===== src/design/flps_pkg.sv =====
// Constants, register map and types of the flash protection and security block
//----------------------------------------------------------------------
// How it works
//----------------------------------------------------------------------
// How it works
// Size code gives protected bytes from base
// Six command words picked by index
// Command words take byte wide accesses
// Software loads code and parameters first
// Writing complete flag launches; set at end
// Wait mode changes nothing; interrupt wakes
// Stop is granted only when idle
// Security byte loaded from flash at reset
// New security byte acts after reset
// Matching keys unsecure when keys enabled
// Keys 0000 and FFFF never match
// Array reads blocked during key check
// Program protection only tightens, reads back
// Illegal protection writes are ignored
// Only listed scenario transitions allowed
// EEPROM size grows only; open clears only
package flps_pkg;
   // Register byte offsets
   localparam logic [7:0] FLPS_OFS_INDEX = 8'h00;
   localparam logic [7:0] FLPS_OFS_DATA = 8'h04;
   localparam logic [7:0] FLPS_OFS_STATUS = 8'h08;
   localparam logic [7:0] FLPS_OFS_SECURITY = 8'h0C;
   localparam logic [7:0] FLPS_OFS_PFPROT = 8'h10;
   localparam logic [7:0] FLPS_OFS_EEPROT = 8'h14;
   localparam logic [7:0] FLPS_OFS_IRQ_STAT = 8'h18;
   localparam logic [7:0] FLPS_OFS_IRQ_MASK = 8'h1C;
   // Command object array
   localparam int FLPS_CCOB_WORDS = 6;
   localparam logic [2:0] FLPS_CCOB_LAST = 3'h5;
   localparam logic [7:0] FLPS_CMD_VERIFY_KEY = 8'h0C;
   // Security configuration layout
   localparam int FLPS_STATE_LSB = 0;
   localparam int FLPS_BDKEY_LSB = 6;
   localparam logic [1:0] FLPS_STATE_OPEN = 2'h2;
   localparam logic [1:0] FLPS_BDKEY_ON = 2'h2;
   localparam logic [7:0] FLPS_SECURITY_RESET = 8'hFF;
   // Flash configuration addresses
   localparam logic [17:0] FLPS_ADDR_SECURITY = 18'h3FF0F;
   localparam logic [17:0] FLPS_ADDR_KEY0 = 18'h3FF00;
   localparam logic [17:0] FLPS_KEY_STEP = 18'h00002;
   localparam logic [15:0] FLPS_KEY_ZERO = 16'h0000;
   localparam logic [15:0] FLPS_KEY_ONES = 16'hFFFF;
   // EEPROM protection
   localparam logic [17:0] FLPS_EE_BASE = 18'h00400;
   localparam logic [4:0] FLPS_EE_SIZE_CAP = 5'h0F;
   localparam int FLPS_EE_OPEN_BIT = 7;
   localparam logic [4:0] FLPS_EE_SIZE_RESET = 5'h00;
   // Program flash protection: row of 8 bits per from-scenario, bit = to-scenario
   localparam logic [63:0] FLPS_PF_TRANS = 64'hFF5A3C18080C0A0F;
   localparam logic [2:0] FLPS_PF_RESET = 3'h7;
   // Status and interrupt bit positions
   localparam int FLPS_ST_CCF = 0;
   localparam int FLPS_ST_ERR = 1;
   localparam int FLPS_IRQ_DONE = 0;
   localparam int FLPS_IRQ_UNLOCK = 1;
   // Bus answer delay in access cycles
   localparam logic [1:0] FLPS_ACC_LAST = 2'h1;

   typedef enum logic [2:0]
   {
      FLPS_ST_LOAD = 3'b000,
      FLPS_ST_LOADRD = 3'b001,
      FLPS_ST_LOADCAP = 3'b010,
      FLPS_ST_IDLE = 3'b011,
      FLPS_ST_KEYRD = 3'b100,
      FLPS_ST_KEYCMP = 3'b101,
      FLPS_ST_ARRAY = 3'b110
   } flps_state_t;
endpackage


===== src/design/flps_ccob_if.sv =====
// Carrier between the controller and the command object memory
`timescale 1ns/1ps
interface flps_ccob_if;
   logic wr_en;
   logic [2:0] wr_idx;
   logic [1:0] wr_strb;
   logic [15:0] wr_data;
   logic [2:0] rd_idx;
   logic [15:0] rd_data;
   modport ctrl (output wr_en, output wr_idx, output wr_strb, output wr_data,
                 output rd_idx, input rd_data);
   modport mem (input wr_en, input wr_idx, input wr_strb, input wr_data,
                input rd_idx, output rd_data);
endinterface


===== src/design/flps_top.sv =====
// Flash protection, security and command setup controller with APB registers
//
// Added by the designer: the APB slave port and the placing of the registers.
`timescale 1ns/1ps
module flps_top
(
   input wire logic i_ref_clk,
   input wire logic i_rst,
   input wire logic i_psel,
   input wire logic i_penable,
   input wire logic i_pwrite,
   input wire logic [7:0] i_paddr,
   input wire logic [31:0] i_pwdata,
   input wire logic [3:0] i_pstrb,
   output logic [31:0] o_prdata,
   output logic o_pready,
   output logic o_pslverr,
   output logic o_flash_rd,
   output logic [17:0] o_flash_addr,
   input wire logic [15:0] i_flash_rdata,
   output logic o_array_start,
   output logic [7:0] o_array_code,
   input wire logic i_array_done,
   output logic o_read_block,
   output logic o_secure,
   output logic [2:0] o_pf_scenario,
   output logic o_ee_prot_en,
   output logic [17:0] o_ee_prot_last,
   input wire logic i_stop_req,
   output logic o_stop_ack,
   output logic o_irq
);
   flps_pkg::flps_state_t state;
   logic [2:0] cmd_index;
   logic ccf;
   logic err;
   logic key_fail;
   logic [1:0] key_cnt;
   logic [7:0] security_cfg;
   logic [2:0] pf_scen;
   logic ee_open;
   logic [4:0] ee_size;
   logic [1:0] irq_stat;
   logic [1:0] irq_mask;
   logic [1:0] acc_cnt;
   logic done_pulse;
   logic unlock_pulse;
   logic acc_wr;
   logic launch;
   logic pf_ok;
   logic key_bad;
   logic [4:0] ee_capped;
   logic [7:0] cmd_code;
   logic [31:0] next_rdata;
   logic next_err_addr;
   flps_ccob_if ccob ();

   flps_ccob_mem u_mem
   (
      .i_ref_clk(i_ref_clk),
      .i_rst(i_rst),
      .bus(ccob)
   );

   //----------------------------------------------------------------------
   // APB slave
   //----------------------------------------------------------------------
   // Writes act at the edge where the registered ready is seen
   assign acc_wr = i_psel && i_penable && o_pready && i_pwrite;
   assign launch = acc_wr && i_paddr == flps_pkg::FLPS_OFS_STATUS && i_pstrb[0]
                   && i_pwdata[flps_pkg::FLPS_ST_CCF] && ccf
                   && state == flps_pkg::FLPS_ST_IDLE;
   assign pf_ok = flps_pkg::FLPS_PF_TRANS[{pf_scen, i_pwdata[2:0]}];
   assign cmd_code = ccob.rd_data[15:8];

   // Access counter paces the answer so array read data is ready
   always_ff @(posedge i_ref_clk or posedge i_rst)
   begin
      if (i_rst)
         acc_cnt <= 2'h0;
      else if (i_psel && i_penable && !o_pready)
         acc_cnt <= acc_cnt + 2'h1;
      else
         acc_cnt <= 2'h0;
   end

   // Read mux and unmapped address decode
   always_comb
   begin
      next_rdata = 32'h0000_0000;
      next_err_addr = 1'b0;
      unique case (i_paddr)
         flps_pkg::FLPS_OFS_INDEX: next_rdata = {29'h0, cmd_index};
         flps_pkg::FLPS_OFS_DATA: next_rdata = {16'h0, ccob.rd_data};
         flps_pkg::FLPS_OFS_STATUS: next_rdata = {30'h0, err, ccf};
         flps_pkg::FLPS_OFS_SECURITY: next_rdata = {24'h0, security_cfg};
         flps_pkg::FLPS_OFS_PFPROT: next_rdata = {29'h0, pf_scen};
         flps_pkg::FLPS_OFS_EEPROT: next_rdata = {24'h0, ee_open, 2'h0, ee_size};
         flps_pkg::FLPS_OFS_IRQ_STAT: next_rdata = {30'h0, irq_stat};
         flps_pkg::FLPS_OFS_IRQ_MASK: next_rdata = {30'h0, irq_mask};
         default: next_err_addr = 1'b1;
      endcase
   end

   // Ready, read data and error come from flops
   always_ff @(posedge i_ref_clk or posedge i_rst)
   begin
      if (i_rst)
      begin
         o_pready <= 1'b0;
         o_prdata <= 32'h0000_0000;
         o_pslverr <= 1'b0;
      end
      else
      begin
         o_pready <= i_psel && i_penable && !o_pready && acc_cnt == flps_pkg::FLPS_ACC_LAST;
         if (i_psel && i_penable && !o_pready && acc_cnt == flps_pkg::FLPS_ACC_LAST)
         begin
            o_prdata <= i_pwrite ? 32'h0000_0000 : next_rdata;
            o_pslverr <= next_err_addr;
         end
      end
   end

   //----------------------------------------------------------------------
   // Command object access
   //----------------------------------------------------------------------
   // Index and words are frozen while a command runs
   always_ff @(posedge i_ref_clk or posedge i_rst)
   begin
      if (i_rst)
         cmd_index <= 3'h0;
      else if (acc_wr && i_paddr == flps_pkg::FLPS_OFS_INDEX && i_pstrb[0] && ccf)
         cmd_index <= i_pwdata[2:0];
   end

   assign ccob.wr_en = acc_wr && i_paddr == flps_pkg::FLPS_OFS_DATA && ccf;
   assign ccob.wr_idx = cmd_index;
   assign ccob.wr_strb = i_pstrb[1:0];
   assign ccob.wr_data = i_pwdata[15:0];
   // The sequencer steers the read port to the presented key words
   assign ccob.rd_idx = (state == flps_pkg::FLPS_ST_IDLE) ? cmd_index : {1'b0, key_cnt} + 3'h1;

   //----------------------------------------------------------------------
   // Protection registers
   //----------------------------------------------------------------------
   // Program flash scenario takes only allowed transitions
   always_ff @(posedge i_ref_clk or posedge i_rst)
   begin
      if (i_rst)
         pf_scen <= flps_pkg::FLPS_PF_RESET;
      else if (acc_wr && i_paddr == flps_pkg::FLPS_OFS_PFPROT && i_pstrb[0] && pf_ok)
         pf_scen <= i_pwdata[2:0];
   end

   // EEPROM size grows only, open bit clears only
   always_ff @(posedge i_ref_clk or posedge i_rst)
   begin
      if (i_rst)
      begin
         ee_open <= 1'b1;
         ee_size <= flps_pkg::FLPS_EE_SIZE_RESET;
      end
      else if (acc_wr && i_paddr == flps_pkg::FLPS_OFS_EEPROT && i_pstrb[0])
      begin
         ee_open <= ee_open && i_pwdata[flps_pkg::FLPS_EE_OPEN_BIT];
         if (i_pwdata[4:0] > ee_size)
            ee_size <= i_pwdata[4:0];
      end
   end

   // Protected window end; open bit disables the window
   assign ee_capped = (ee_size > flps_pkg::FLPS_EE_SIZE_CAP) ? flps_pkg::FLPS_EE_SIZE_CAP
                      : ee_size;
   always_ff @(posedge i_ref_clk or posedge i_rst)
   begin
      if (i_rst)
      begin
         o_ee_prot_en <= 1'b0;
         o_ee_prot_last <= 18'h00000;
         o_pf_scenario <= flps_pkg::FLPS_PF_RESET;
      end
      else
      begin
         o_ee_prot_en <= !ee_open;
         o_ee_prot_last <= flps_pkg::FLPS_EE_BASE + {8'h00, ee_capped + 5'h01, 5'h00}
                           - 18'h00001;
         o_pf_scenario <= pf_scen;
      end
   end

   //----------------------------------------------------------------------
   // Command sequencer
   //----------------------------------------------------------------------
   assign key_bad = ccob.rd_data != i_flash_rdata || ccob.rd_data == flps_pkg::FLPS_KEY_ZERO
                    || ccob.rd_data == flps_pkg::FLPS_KEY_ONES;

   // Loads security at reset, runs key check or hands off to the array
   always_ff @(posedge i_ref_clk or posedge i_rst)
   begin
      if (i_rst)
      begin
         state <= flps_pkg::FLPS_ST_LOAD;
         ccf <= 1'b0;
         err <= 1'b0;
         security_cfg <= flps_pkg::FLPS_SECURITY_RESET;
         key_cnt <= 2'h0;
         key_fail <= 1'b0;
         o_flash_rd <= 1'b0;
         o_flash_addr <= 18'h00000;
         o_array_start <= 1'b0;
         o_array_code <= 8'h00;
         o_read_block <= 1'b0;
         done_pulse <= 1'b0;
         unlock_pulse <= 1'b0;
      end
      else
      begin
         o_flash_rd <= 1'b0;
         o_array_start <= 1'b0;
         done_pulse <= 1'b0;
         unlock_pulse <= 1'b0;
         if (acc_wr && i_paddr == flps_pkg::FLPS_OFS_STATUS && i_pstrb[0]
             && i_pwdata[flps_pkg::FLPS_ST_ERR])
            err <= 1'b0;
         unique case (state)
            flps_pkg::FLPS_ST_LOAD:
            begin
               o_flash_rd <= 1'b1;
               o_flash_addr <= flps_pkg::FLPS_ADDR_SECURITY;
               state <= flps_pkg::FLPS_ST_LOADRD;
            end
            flps_pkg::FLPS_ST_LOADRD:
               state <= flps_pkg::FLPS_ST_LOADCAP;
            flps_pkg::FLPS_ST_LOADCAP:
            begin
               security_cfg <= i_flash_rdata[7:0];
               ccf <= 1'b1;
               state <= flps_pkg::FLPS_ST_IDLE;
            end
            flps_pkg::FLPS_ST_IDLE:
               if (launch)
               begin
                  ccf <= 1'b0;
                  key_cnt <= 2'h0;
                  key_fail <= 1'b0;
                  if (cmd_code != flps_pkg::FLPS_CMD_VERIFY_KEY)
                  begin
                     o_array_start <= 1'b1;
                     o_array_code <= cmd_code;
                     state <= flps_pkg::FLPS_ST_ARRAY;
                  end
                  else if (security_cfg[flps_pkg::FLPS_BDKEY_LSB +: 2] == flps_pkg::FLPS_BDKEY_ON)
                  begin
                     o_flash_rd <= 1'b1;
                     o_flash_addr <= flps_pkg::FLPS_ADDR_KEY0;
                     o_read_block <= 1'b1;
                     state <= flps_pkg::FLPS_ST_KEYRD;
                  end
                  else
                  begin
                     err <= 1'b1;
                     ccf <= 1'b1;
                     done_pulse <= 1'b1;
                  end
               end
            flps_pkg::FLPS_ST_KEYRD:
               state <= flps_pkg::FLPS_ST_KEYCMP;
            flps_pkg::FLPS_ST_KEYCMP:
               if (key_cnt == 2'h3)
               begin
                  if (!key_fail && !key_bad)
                  begin
                     security_cfg[flps_pkg::FLPS_STATE_LSB +: 2]
                        <= flps_pkg::FLPS_STATE_OPEN;
                     unlock_pulse <= 1'b1;
                  end
                  else
                     err <= 1'b1;
                  o_read_block <= 1'b0;
                  ccf <= 1'b1;
                  done_pulse <= 1'b1;
                  state <= flps_pkg::FLPS_ST_IDLE;
               end
               else
               begin
                  key_fail <= key_fail || key_bad;
                  key_cnt <= key_cnt + 2'h1;
                  o_flash_rd <= 1'b1;
                  o_flash_addr <= o_flash_addr + flps_pkg::FLPS_KEY_STEP;
                  state <= flps_pkg::FLPS_ST_KEYRD;
               end
            flps_pkg::FLPS_ST_ARRAY:
               if (i_array_done)
               begin
                  ccf <= 1'b1;
                  done_pulse <= 1'b1;
                  state <= flps_pkg::FLPS_ST_IDLE;
               end
            default:
               state <= flps_pkg::FLPS_ST_LOAD;
         endcase
      end
   end

   //----------------------------------------------------------------------
   // Interrupts, stop handshake, security output
   //----------------------------------------------------------------------
   // Sticky events, set wins over a write-one clear
   always_ff @(posedge i_ref_clk or posedge i_rst)
   begin
      if (i_rst)
      begin
         irq_stat <= 2'h0;
         irq_mask <= 2'h0;
      end
      else
      begin
         if (acc_wr && i_paddr == flps_pkg::FLPS_OFS_IRQ_MASK && i_pstrb[0])
            irq_mask <= i_pwdata[1:0];
         irq_stat[flps_pkg::FLPS_IRQ_DONE] <= done_pulse || (irq_stat[flps_pkg::FLPS_IRQ_DONE]
            && !(acc_wr && i_paddr == flps_pkg::FLPS_OFS_IRQ_STAT && i_pstrb[0]
            && i_pwdata[flps_pkg::FLPS_IRQ_DONE]));
         irq_stat[flps_pkg::FLPS_IRQ_UNLOCK] <= unlock_pulse
            || (irq_stat[flps_pkg::FLPS_IRQ_UNLOCK]
            && !(acc_wr && i_paddr == flps_pkg::FLPS_OFS_IRQ_STAT && i_pstrb[0]
            && i_pwdata[flps_pkg::FLPS_IRQ_UNLOCK]));
      end
   end

   // Level interrupt also serves as the wake source from wait
   always_ff @(posedge i_ref_clk or posedge i_rst)
   begin
      if (i_rst)
      begin
         o_irq <= 1'b0;
         o_stop_ack <= 1'b0;
         o_secure <= 1'b1;
      end
      else
      begin
         o_irq <= |(irq_stat & irq_mask);
         o_stop_ack <= i_stop_req && ccf && state == flps_pkg::FLPS_ST_IDLE;
         o_secure <= security_cfg[flps_pkg::FLPS_STATE_LSB +: 2] != flps_pkg::FLPS_STATE_OPEN;
      end
   end

   //----------------------------------------------------------------------
   // Assertions
   //----------------------------------------------------------------------
   property p_ee_cap;
      @(posedge i_ref_clk) disable iff (i_rst) (ee_size >= 5'h0F) |=> o_ee_prot_last == 18'h005FF;
   endproperty
   a_ee_cap: assert property (p_ee_cap) else $error("eeprom window not capped");
   property p_pf_trans;
      @(posedge i_ref_clk) disable iff (i_rst)
         1'b1 |=> flps_pkg::FLPS_PF_TRANS[{$past(pf_scen), pf_scen}];
   endproperty
   a_pf_trans: assert property (p_pf_trans) else $error("illegal scenario change");
   property p_pf_ignore;
      @(posedge i_ref_clk) disable iff (i_rst)
         (acc_wr && i_paddr == flps_pkg::FLPS_OFS_PFPROT && !pf_ok)
         |=> $stable(pf_scen) ##1 o_pf_scenario == pf_scen;
   endproperty
   a_pf_ignore: assert property (p_pf_ignore) else $error("bad protect write took");
   property p_ee_grow;
      @(posedge i_ref_clk) disable iff (i_rst)
         1'b1 |=> ee_size >= $past(ee_size) && !(ee_open && !$past(ee_open));
   endproperty
   a_ee_grow: assert property (p_ee_grow) else $error("eeprom protection loosened");
   property p_launch;
      @(posedge i_ref_clk) disable iff (i_rst)
         launch |=> !ccf && state != flps_pkg::FLPS_ST_IDLE || ccf && err;
   endproperty
   a_launch: assert property (p_launch) else $error("launch did not start");
   property p_stop;
      @(posedge i_ref_clk) disable iff (i_rst) !ccf |=> !o_stop_ack;
   endproperty
   a_stop: assert property (p_stop) else $error("stop granted while busy");
   property p_block;
      @(posedge i_ref_clk) disable iff (i_rst)
         state == flps_pkg::FLPS_ST_KEYCMP |-> o_read_block && !ccf;
   endproperty
   a_block: assert property (p_block) else $error("reads open during key check");
   property p_seed;
      @(posedge i_ref_clk) disable iff (i_rst)
         state == flps_pkg::FLPS_ST_LOADCAP |=> security_cfg == $past(i_flash_rdata[7:0]) && ccf;
   endproperty
   a_seed: assert property (p_seed) else $error("security not loaded");
   property p_irq;
      @(posedge i_ref_clk) disable iff (i_rst) done_pulse && irq_mask[0] |=> ##1 o_irq;
   endproperty
   a_irq: assert property (p_irq) else $error("completion interrupt missing");
   property p_badkey;
      @(posedge i_ref_clk) disable iff (i_rst)
         state == flps_pkg::FLPS_ST_KEYCMP && key_cnt == 2'h3 && key_bad |=> !unlock_pulse && err;
   endproperty
   a_badkey: assert property (p_badkey) else $error("bad key unlocked");
   c_launch: cover property (@(posedge i_ref_clk) disable iff (i_rst) launch);
   c_unlock: cover property (@(posedge i_ref_clk) disable iff (i_rst) unlock_pulse);
   c_stop: cover property (@(posedge i_ref_clk) disable iff (i_rst)
      i_stop_req && !ccf ##[1:50] o_stop_ack);
endmodule


===== src/design/flps_ccob_mem.sv =====
// Command object array: six words, byte writes, registered read
`timescale 1ns/1ps
module flps_ccob_mem
(
   input wire logic i_ref_clk,
   input wire logic i_rst,
   flps_ccob_if.mem bus
);
   logic [15:0] word [flps_pkg::FLPS_CCOB_WORDS];

   //----------------------------------------------------------------------
   // Storage
   //----------------------------------------------------------------------
   // One word per entry, each byte lane written on its own
   for (genvar w = 0; w < flps_pkg::FLPS_CCOB_WORDS; w++)
   begin : g_word
      always_ff @(posedge i_ref_clk or posedge i_rst)
      begin
         if (i_rst)
            word[w] <= 16'h0000;
         else if (bus.wr_en && bus.wr_idx == 3'(w))
         begin
            if (bus.wr_strb[0]) word[w][7:0] <= bus.wr_data[7:0];
            if (bus.wr_strb[1]) word[w][15:8] <= bus.wr_data[15:8];
         end
      end
   end

   //----------------------------------------------------------------------
   // Read port
   //----------------------------------------------------------------------
   // Word picked by index; out of range reads zero
   always_ff @(posedge i_ref_clk or posedge i_rst)
   begin
      if (i_rst)
         bus.rd_data <= 16'h0000;
      else if (bus.rd_idx <= flps_pkg::FLPS_CCOB_LAST)
         bus.rd_data <= word[bus.rd_idx];
      else
         bus.rd_data <= 16'h0000;
   end
endmodule


===== config.mk =====
export PLATFORM = sky130hd
export DESIGN_NAME = flps_top
export DESIGN_NICKNAME = d
export VERILOG_FILES = /design/src/design/flps_pkg.sv /design/src/design/flps_ccob_if.sv /design/src/design/flps_top.sv /design/src/design/flps_ccob_mem.sv
export SDC_FILE = /design/constraint.sdc
export NUM_CORES = 1
export LEC_CHECK = 0
export BUFFER_PORTS_ARGS = -buffer_cell sky130_fd_sc_hd__clkbuf_2
export CAP_MARGIN = 25
export CORE_ASPECT_RATIO = 1.2
export CORE_MARGIN = 3
export CORE_UTILIZATION = 55
export DETAILED_ROUTE_END_ITERATION = 10
export GPL_ROUTABILITY_DRIVEN = 1
export PLACE_DENSITY = 0.8
export SLEW_MARGIN = 25
export SYNTH_ARGS = -nofsm -noshare
export SYNTH_HDL_FRONTEND = slang
export SYNTH_SLANG_ARGS = --single-unit

===== constraint.sdc =====
create_clock -name i_ref_clk -period 20.4 [get_ports i_ref_clk]
set_clock_uncertainty 0.05 [all_clocks]
set_input_delay 4.08 -clock i_ref_clk [delete_from_list [all_inputs] [get_ports i_ref_clk]]
set_output_delay 4.08 -clock i_ref_clk [all_outputs]
set_load 0.05 [all_outputs]

==> results of run 1 <==
-- sequential cells by signal (all words and copies together), names as in the netlist, 2 cells and up --
register           count
acc_cnt                2
o_prdata              16
irq_stat               2
security_cfg           8
u_mem.word            96
u_mem.bus.rd_data     16
o_pf_scenario          3
key_cnt                2
ee_size                5
o_flash_addr          18
o_array_code           8
pf_scen                3
state                  3
ccob.wr_idx            3
irq_mask               2
o_ee_prot_last         7
-- worst max-delay path: cells and delay by family --
family	cells	cell delay [ns]
simple gates	4	1.79
buf+inv	1	0.20
mux	1	0.40
-- logic make-up after synthesis --
kind of cell	Yosys count
XOR/XNOR	16
flip-flops	209
adder cells (fa/ha/maj)	11
AO/OA/AOI/OAI	143
other	2
buffers and inverters	76
multiplexers	173
AND/OR/NAND/NOR	215
-- power by group through the flow --
stage                     Sequential, W  Combinational [W]  Clock (W)
after floorplan                0.000426          0.0000286          0
after global placement         0.000424          0.0000414          0
after detailed placement       0.000424          0.0000420          0
after CTS                      0.000416          0.0000422   0.000423
after global routing           0.000416          0.0000459   0.000439
final                          0.000416          0.0000420   0.000417
-- final cells by class --
| class | count | share of cell area (%) |
|---|---|---|
| Inverter | 18 | 0.639 |
| Timing Repair Buffer | 119 | 5.20 |
| Clock inverter | 8 | 1.21 |
| Clock buffer | 29 | 5.15 |
| Tap cell | 252 | 2.68 |
| Sequential cell | 209 | 44.7 |
| Multi-Input combinational cell | 582 | 40.4 |
-- through the flow --
| step | cell area (um^2) | hold slack (ns) | power, W |
|---|---|---|---|
| CTS | 11700 | 0.355 | 0.000881 |
| detailed placement | 11000 | 0.344 | 0.000466 |
| global route | 11700 | 0.359 | 0.000901 |
| finish | 11700 | 0.355 | 0.000875 |
| global placement | 11000 | 0.340 | 0.000465 |
| floorplan | 10400 | 0.303 | 0.000455 |
-- cells in the final DEF, fill, tap and decap left out, drive strengths merged, types with 8 or more instances in the layout --
master,count
nor2b,10
dfstp,16
o22a,18
conb,24
dfrtp,193
nand4,18
a22o,13
clkbuf,142
o21ai,51
xor2,16
nand2,41
and2,8
mux2,116
or3,8
nand3,23
nor3,11
ha,11
and3,8
nor4,9
mux2i,57
a21oi,20
nor2,43
inv,18
-- routing by layer --
layer / GRT usage, % / vias up
met5: 0 / -
met2: 39.3 / 261
met1: 31.9 / 3669
li1: - / 3258
met3: 3.36 / 75
met4: 11.6 / 0
-- worst min-delay path by stage --
stage / from / to
global route: pf_scen[2] / o_pf_scenario[2]
floorplan: pf_scen[0] / o_pf_scenario[0]
detailed placement: pf_scen[2] / o_pf_scenario[2]
global placement: pf_scen[1] / o_pf_scenario[1]
CTS: pf_scen[1] / o_pf_scenario[1]
finish: pf_scen[1] / o_pf_scenario[1]
==> flow_metrics.py, run 1 <==
metrics = {
    "floorplan": {
        "ios": 155,
        "die_h_um": 156,
        "fp.dieW_um": 131,
        "die-area_um2": 20500,
        "core_area_um2": 18300,
        "initial_utilization_pct": 56.4,
        "rows": 54,
    },
    "setup_path": {
        "reg2reg_slack_ns": 17.51,
        "crit_end": "u_mem.word[5]",
        "r2r_end": "u_mem.bus.rd_data[14]",
        "crit_slowest_cell": "nor2_2",
        "cp-end-kind": "flip-flop",
        "reg2reg_from": "state[2]",
        "rr_worst_depth": 6,
        "crit_path_cell_trace": "clkbuf_2, or4b_4, nor2_4, nand4_1, nor2_2, mux2_2",
        "slowest_delay_ns": 0.58,
        "cp.arrival_ns": 6.49,
        "start_kind": "primary input",
        "worstSetupPathType": "primary input to flip-flop",
        "required_ns": 20.73,
        "path_max_fanout": 11,
        "startpoint": "i_paddr[2]",
    },
    "timing": {
        "finalMaxSlewViolations": 0,
        "worst_pin_slew_ns": 1.06,
        "post-route-min-period_ns": 6.16,
        "slew-limit-headroom_pct": 29.0,
        "finalHoldViolCount": 0,
        "max_freq_mhz": 162,
        "fin_crit_sh_pct": 30.2,
        "finalSetupViolCount": 0,
        "rsz0062_at_grt": "false",
        "fin_tns_setup_ns": 0,
        "timing.final.ws_setup_ns": 14.24,
    },
    "clock_network": {
        "cts_hold_buf": 0,
        "path_clk_slew_ns": 0.06,
        "cts_repair_resize_count": 0,
        "cts_setup_buffers": 0,
        "cts_buffers": 21,
        "cts_htree_levels": 1,
        "cts_tree": "done",
        "clock-sinks": 209,
        "cts_root_buf": "clkbuf_16",
        "cts_buffer_depth": 3,
        "clock_latency_ns": 0.50,
    },
    "power": {
        "p_leak_nw": 6.09,
        "p_switching_w": 0.000194,
        "seq_power_share_pct": 47.5,
        "cellPowerDensity_nw_per_um2": 74.5,
        "pwr-share-clk_pct": 47.7,
        "comb_power_share_pct": 4.8,
        "peakVddDrop_uv": 48.2,
        "p_int_w": 0.000681,
        "p_sw_share_pct": 22.2,
    },
    "cells_and_area": {
        "n_antenna_cell": 0,
        "multi_input_area_um2": 4750,
        "regArea_um2": 5250,
        "fin_util_pct": 64.2,
        "fillCellCount": 1433,
        "drive_above_1_share_pct": 32.5,
        "areaGrowthSynthToFinish_pct": 13.8,
        "final_nets": 1029,
        "stdcell_count": 1217,
    },
    "synthesis": {
        "synth_cell_types": 73,
        "ys.flop_type": "dfrtp_1",
        "synth_top_family_by_area": "multiplexers",
        "yosysSeqAreaShare_pct": 50.9,
        "synthAdderAreaFrac_pct": 1.33,
        "yosys_warnings": 0,
        "syn_inst": 845,
        "async_flop_share_pct": 100,
        "synthTopCellsByCount": "193 x dfrtp_1, 76 x mux2_2, 57 x mux2i_1",
        "synth-edff-count": 0,
        "synth-simple-area-share_pct": 13.4,
        "synth-seq-cells": 209,
        "synthXorXnorAreaFrac_pct": 1.36,
        "synth-compound-area-share_pct": 9.21,
        "synthesis.area_um2": 10300,
        "yosys-top-cells-area": "dfrtp_1 47%, mux2_2 8.3%, mux2_4 5.8%, mux2i_1 5.5%, dfstp_2 4.1%",
        "muxShareOfSynthArea_pct": 19.6,
        "avgSynthCellArea_um2": 12.2,
        "synth_top_area_share_pct": 46.8,
        "yosysTopAreaCell": "dfrtp_1",
        "yosysMostFrequentCell": "dfrtp_1",
    },
    "global_routing": {
        "grt_max_degree": 137,
        "grt_first_pass_wirelength_um": 39300,
        "grt_antenna_before_repair": 0,
        "grt_overflow_total": 0,
        "grt_usage_pct": 24.2,
        "grt_pass1_vias": 7419,
    },
    "hold_path": {
        "hold-path-cell-count": 0,
        "min_path_type": "flip-flop to flip-flop",
    },
    "run": {
        "drv_cap": 0,
    },
    "route": {
        "vias": 7263,
        "first_pass_iters": 5,
        "met2_length_um": 12000,
        "drc": 0,
        "drtIter0Drc": 540,
        "drtAntennaViolNets": 0,
        "routed_wirelength_um": 24600,
        "met3_length_um": 1290,
        "wl_met1_um": 10200,
        "avgRoutedWirePerCell_um": 20.3,
        "dr.max_layer_used": "met4",
        "vias_per_cell": 5.97,
    },
    "place": {
        "dp_hpwl_um": 16700,
        "pre_cts_ws_ns": 13.74,
        "placedCellCount": 1180,
        "io_buffers": 113,
        "finalWeightedCongestion": 0.882,
    },
    "status": {
        "status": "completed",
    },
}
Power figures use the tool's default switching activity.
==> inputs of run 2 (changes only) <==
--- a/config.mk
+++ b/config.mk
@@ -5,11 +5,12 @@
 export SDC_FILE = /design/constraint.sdc
 export NUM_CORES = 1
 export LEC_CHECK = 0
+export ABC_AREA = 1
 export BUFFER_PORTS_ARGS = -buffer_cell sky130_fd_sc_hd__clkbuf_2
 export CAP_MARGIN = 25
 export CORE_ASPECT_RATIO = 1.2
 export CORE_MARGIN = 3
-export CORE_UTILIZATION = 55
+export CORE_UTILIZATION = 52
 export DETAILED_ROUTE_END_ITERATION = 10
 export GPL_ROUTABILITY_DRIVEN = 1
 export PLACE_DENSITY = 0.8
==> constraint.sdc (replaced) <==
create_clock -name i_ref_clk -period 5.1 [get_ports i_ref_clk]
set_clock_uncertainty 0.05 [all_clocks]
set_input_delay 1.02 -clock i_ref_clk [delete_from_list [all_inputs] [get_ports i_ref_clk]]
set_output_delay 1.02 -clock i_ref_clk [all_outputs]
set_load 0.05 [all_outputs]
==> run 2 against run 1 <==
First-iteration DRC count grew 40%; via count is 19% higher; sequential power grew to 5.0 times the previous value; hold slack worse by 0.019 ns; count of clock-buffer cells in the layout up 2; worst setup slack worse by 12 ns; total power rose to 6.0 times the previous value; critical path depth grew 3; sequential share of layout area rose by 0.78 points; clock power grew to 3.8 times the previous value; global-route usage is 0.53 points lower.
==> flow_metrics.py, run 2 <==
metrics = {
    "global_routing": {
        "grt_max_degree": 168,
        "grt_antenna_before_repair": 3,
        "grt_first_pass_wirelength_um": 42000,
        "grt_usage_pct": 23.7,
        "grt_pass1_vias": 8484,
        "grt_overflow_total": 0,
    },
    "route": {
        "drtAntennaViolNets": 0,
        "first_pass_iters": 5,
        "drtIter0Drc": 757,
        "vias": 8640,
        "vias_per_cell": 5.30,
        "avgRoutedWirePerCell_um": 15.6,
        "routed_wirelength_um": 25400,
        "drc": 0,
    },
    "floorplan": {
        "rows": 55,
        "core_area_um2": 19100,
        "die_h_um": 160,
        "die-area_um2": 21400,
        "ios": 155,
        "fp.dieW_um": 134,
        "initial_utilization_pct": 53.7,
    },
    "clock_network": {
        "clock-sinks": 209,
        "cts_buffer_depth": 3,
        "cts_htree_levels": 1,
        "cts_tree": "done",
        "cts_setup_buffers": 0,
        "path_clk_slew_ns": 0.06,
        "cts_hold_buf": 0,
        "cts_root_buf": "clkbuf_16",
        "cts_buffers": 21,
        "cts_repair_resize_count": 0,
        "clock_latency_ns": 0.49,
    },
    "power": {
        "p_switching_w": 0.00198,
        "seq_power_share_pct": 39.2,
        "peakVddDrop_uv": 379,
        "cellPowerDensity_nw_per_um2": 455,
        "p_int_w": 0.00327,
        "p_leak_nw": 5.72,
        "p_sw_share_pct": 37.7,
        "pwr-share-clk_pct": 30.2,
        "comb_power_share_pct": 30.6,
    },
    "setup_path": {
        "crit_slowest_cell": "nand3_1",
        "crit_path_cell_trace": "inv_1, nand3_1, o21ai_2, clkinv_1, buf_4, nand2_1, nand3_1, nand3_1, o31ai_1",
        "cp_common_cell": "nand3_1",
        "cpLargestDelayFamily": "buffers and inverters",
        "path_buf_inv": 3,
        "start_kind": "flip-flop",
        "slowest_delay_ns": 0.66,
        "cp.arrival_ns": 3.60,
        "cp-end-kind": "flip-flop",
        "path_max_fanout": 26,
        "required_ns": 5.38,
        "worstSetupPathType": "flip-flop to flip-flop",
    },
    "place": {
        "pre_cts_ws_ns": 1.63,
        "finalWeightedCongestion": 0.925,
        "io_buffers": 113,
        "dp_hpwl_um": 17300,
    },
    "cells_and_area": {
        "multi_input_area_um2": 4210,
        "largest_reg_flops": 96,
        "final_common_cell": "nand2_1",
        "areaGrowthSynthToFinish_pct": 12.8,
        "final_nets": 1434,
        "reg.largest.list": "u_mem.word x96, o_flash_addr x18",
        "final_cell_mix": "382 x nand2_1, 193 x dfrtp_1, 115 x nor2_1, 113 x o21ai_0, 113 x clkbuf_2",
        "fillCellCount": 1663,
        "drive_above_1_share_pct": 14.8,
        "regMostFlops": "u_mem.word",
        "regArea_um2": 5250,
    },
    "timing": {
        "max_freq_mhz": 301,
        "finalSetupViolCount": 0,
        "finalHoldViolCount": 0,
        "slew-limit-headroom_pct": 38.3,
        "worst_pin_slew_ns": 0.923,
        "timing.final.ws_setup_ns": 1.78,
        "finalMaxSlewViolations": 0,
        "fin_tns_setup_ns": 0,
        "rsz0062_at_grt": "false",
        "post-route-min-period_ns": 3.32,
        "fin_crit_sh_pct": 65.1,
    },
    "synthesis": {
        "yosys-top-cells-area": "dfrtp_1 47%, nand2_1 14%, o21ai_0 5.6%, nand3_1 4.6%, nor2_1 4.2%",
        "ys.flop_type": "dfrtp_1",
        "synthTopCellsByCount": "382 x nand2_1, 193 x dfrtp_1, 115 x nor2_1",
        "syn_inst": 1259,
        "synth-edff-count": 0,
        "synth_cell_types": 39,
        "avgSynthCellArea_um2": 8.13,
        "yosysTopAreaCell": "dfrtp_1",
        "synth-seq-cells": 209,
        "async_flop_share_pct": 100,
        "synth_top_area_share_pct": 47.2,
        "yosys_warnings": 0,
        "yosysSeqAreaShare_pct": 51.3,
        "yosysMostFrequentCell": "nand2_1",
        "synthesis.area_um2": 10200,
    },
    "status": {
        "status": "completed",
    },
    "run": {
        "drv_cap": 0,
    },
    "hold_path": {
        "min_path_type": "flip-flop to flip-flop",
    },
}
## run 2: cell types whose count changed after synthesis, moves of 11 or more
cell	delta
o21ai_0	+64
nand3_1	+71
o21ai_2	+20
mux2_2	-76
o31ai_1	+11
nor2_1	+85
nand2_1	+341
o21ai_1	+36
inv_1	+96
mux2i_1	-57
mux2_4	-40
o22a_1	-18
## run 2: cell type report
cell class	instances	share of cell area [%]
Tap cell	256	2.77
Clock buffer	31	5.14
Sequential cell	209	45.5
Antenna cell	3	0.0650
Inverter	115	3.77
Clock inverter	6	0.910
Multi-Input combinational cell	890	36.5
Timing Repair Buffer	119	5.40
## run 2: metrics by stage
stage / instances / area [um^2] / hold slack (ns) / utilization (%) / total power (W)
after detailed placement: 1589 / 10800 / 0.324 / 56.9 / 0.00367
after global routing: 1629 / 11500 / 0.340 / 60.6 / 0.00556
after CTS: 1626 / 11500 / 0.337 / 60.5 / 0.00525
after floorplan: 1281 / 10300 / 0.315 / - / 0.00326
after global placement: 1589 / 10800 / 0.333 / 56.9 / 0.00363
final: 1629 / 11500 / 0.335 / 60.6 / 0.00525
## run 2: worst paths after layout
check	from	to	slack [ns]	cells after the start
setup reg to reg	state[2]	u_mem.bus.rd_data[8]	1.78	9
setup / recovery	state[2]	u_mem.bus.rd_data[8]	1.78	9
max in group asynchronous	i_rst	u_mem.word[68]	3.63	3
hold reg to reg	pf_scen[2]	o_pf_scenario[2]	0.34	0
min in group asynchronous	i_rst	o_array_code[5]	0.65	3
hold / removal	pf_scen[2]	o_pf_scenario[2]	0.34	0
## run 2: metal layers
metal / global-route usage, % / vias to the layer above / part of all wire, %
met5: 0 / - / 0
met4: 9.44 / 0 / 3.8
met3: 3.15 / 60 / 6.3
met2: 40.9 / 314 / 50
met1: 30.1 / 4054 / 40
li1: - / 4212 / -
## run 2: worst reg2reg max path: cells and delay by family (launching register included)
kind            cells  cell delay (ns)
flops               1             0.42
buf+inv             3             1.23
compound gates      2             0.53
simple gates        4             0.93
## run 2: cells by family (layout without fill, tap and decap cells)
family          count (synthesis)  in the layout  synth area share [%]
simple gates                  625            625                  25.5
compound gates                214            214                  12.0
flops                         209            209                  51.3
buf+inv                       182            271                  8.40
xor+xnor                       16             16                  1.37
fa+ha+maj                      11             11                  1.34
other cells                     2             27                0.0734
## run 2: power groups by stage
| stage | clock network (W) | logic (W) | registers [W] |
|---|---|---|---|
| 6_report | 0.00159 | 0.00161 | 0.00206 |
| 5_1_grt | 0.00168 | 0.00181 | 0.00208 |
| 4_1_cts | 0.00161 | 0.00160 | 0.00205 |
| 3_5_place_dp | 0 | 0.00159 | 0.00208 |
| 3_3_place_gp | 0 | 0.00156 | 0.00207 |
| 2_1_floorplan | 0 | 0.000999 | 0.00227 |
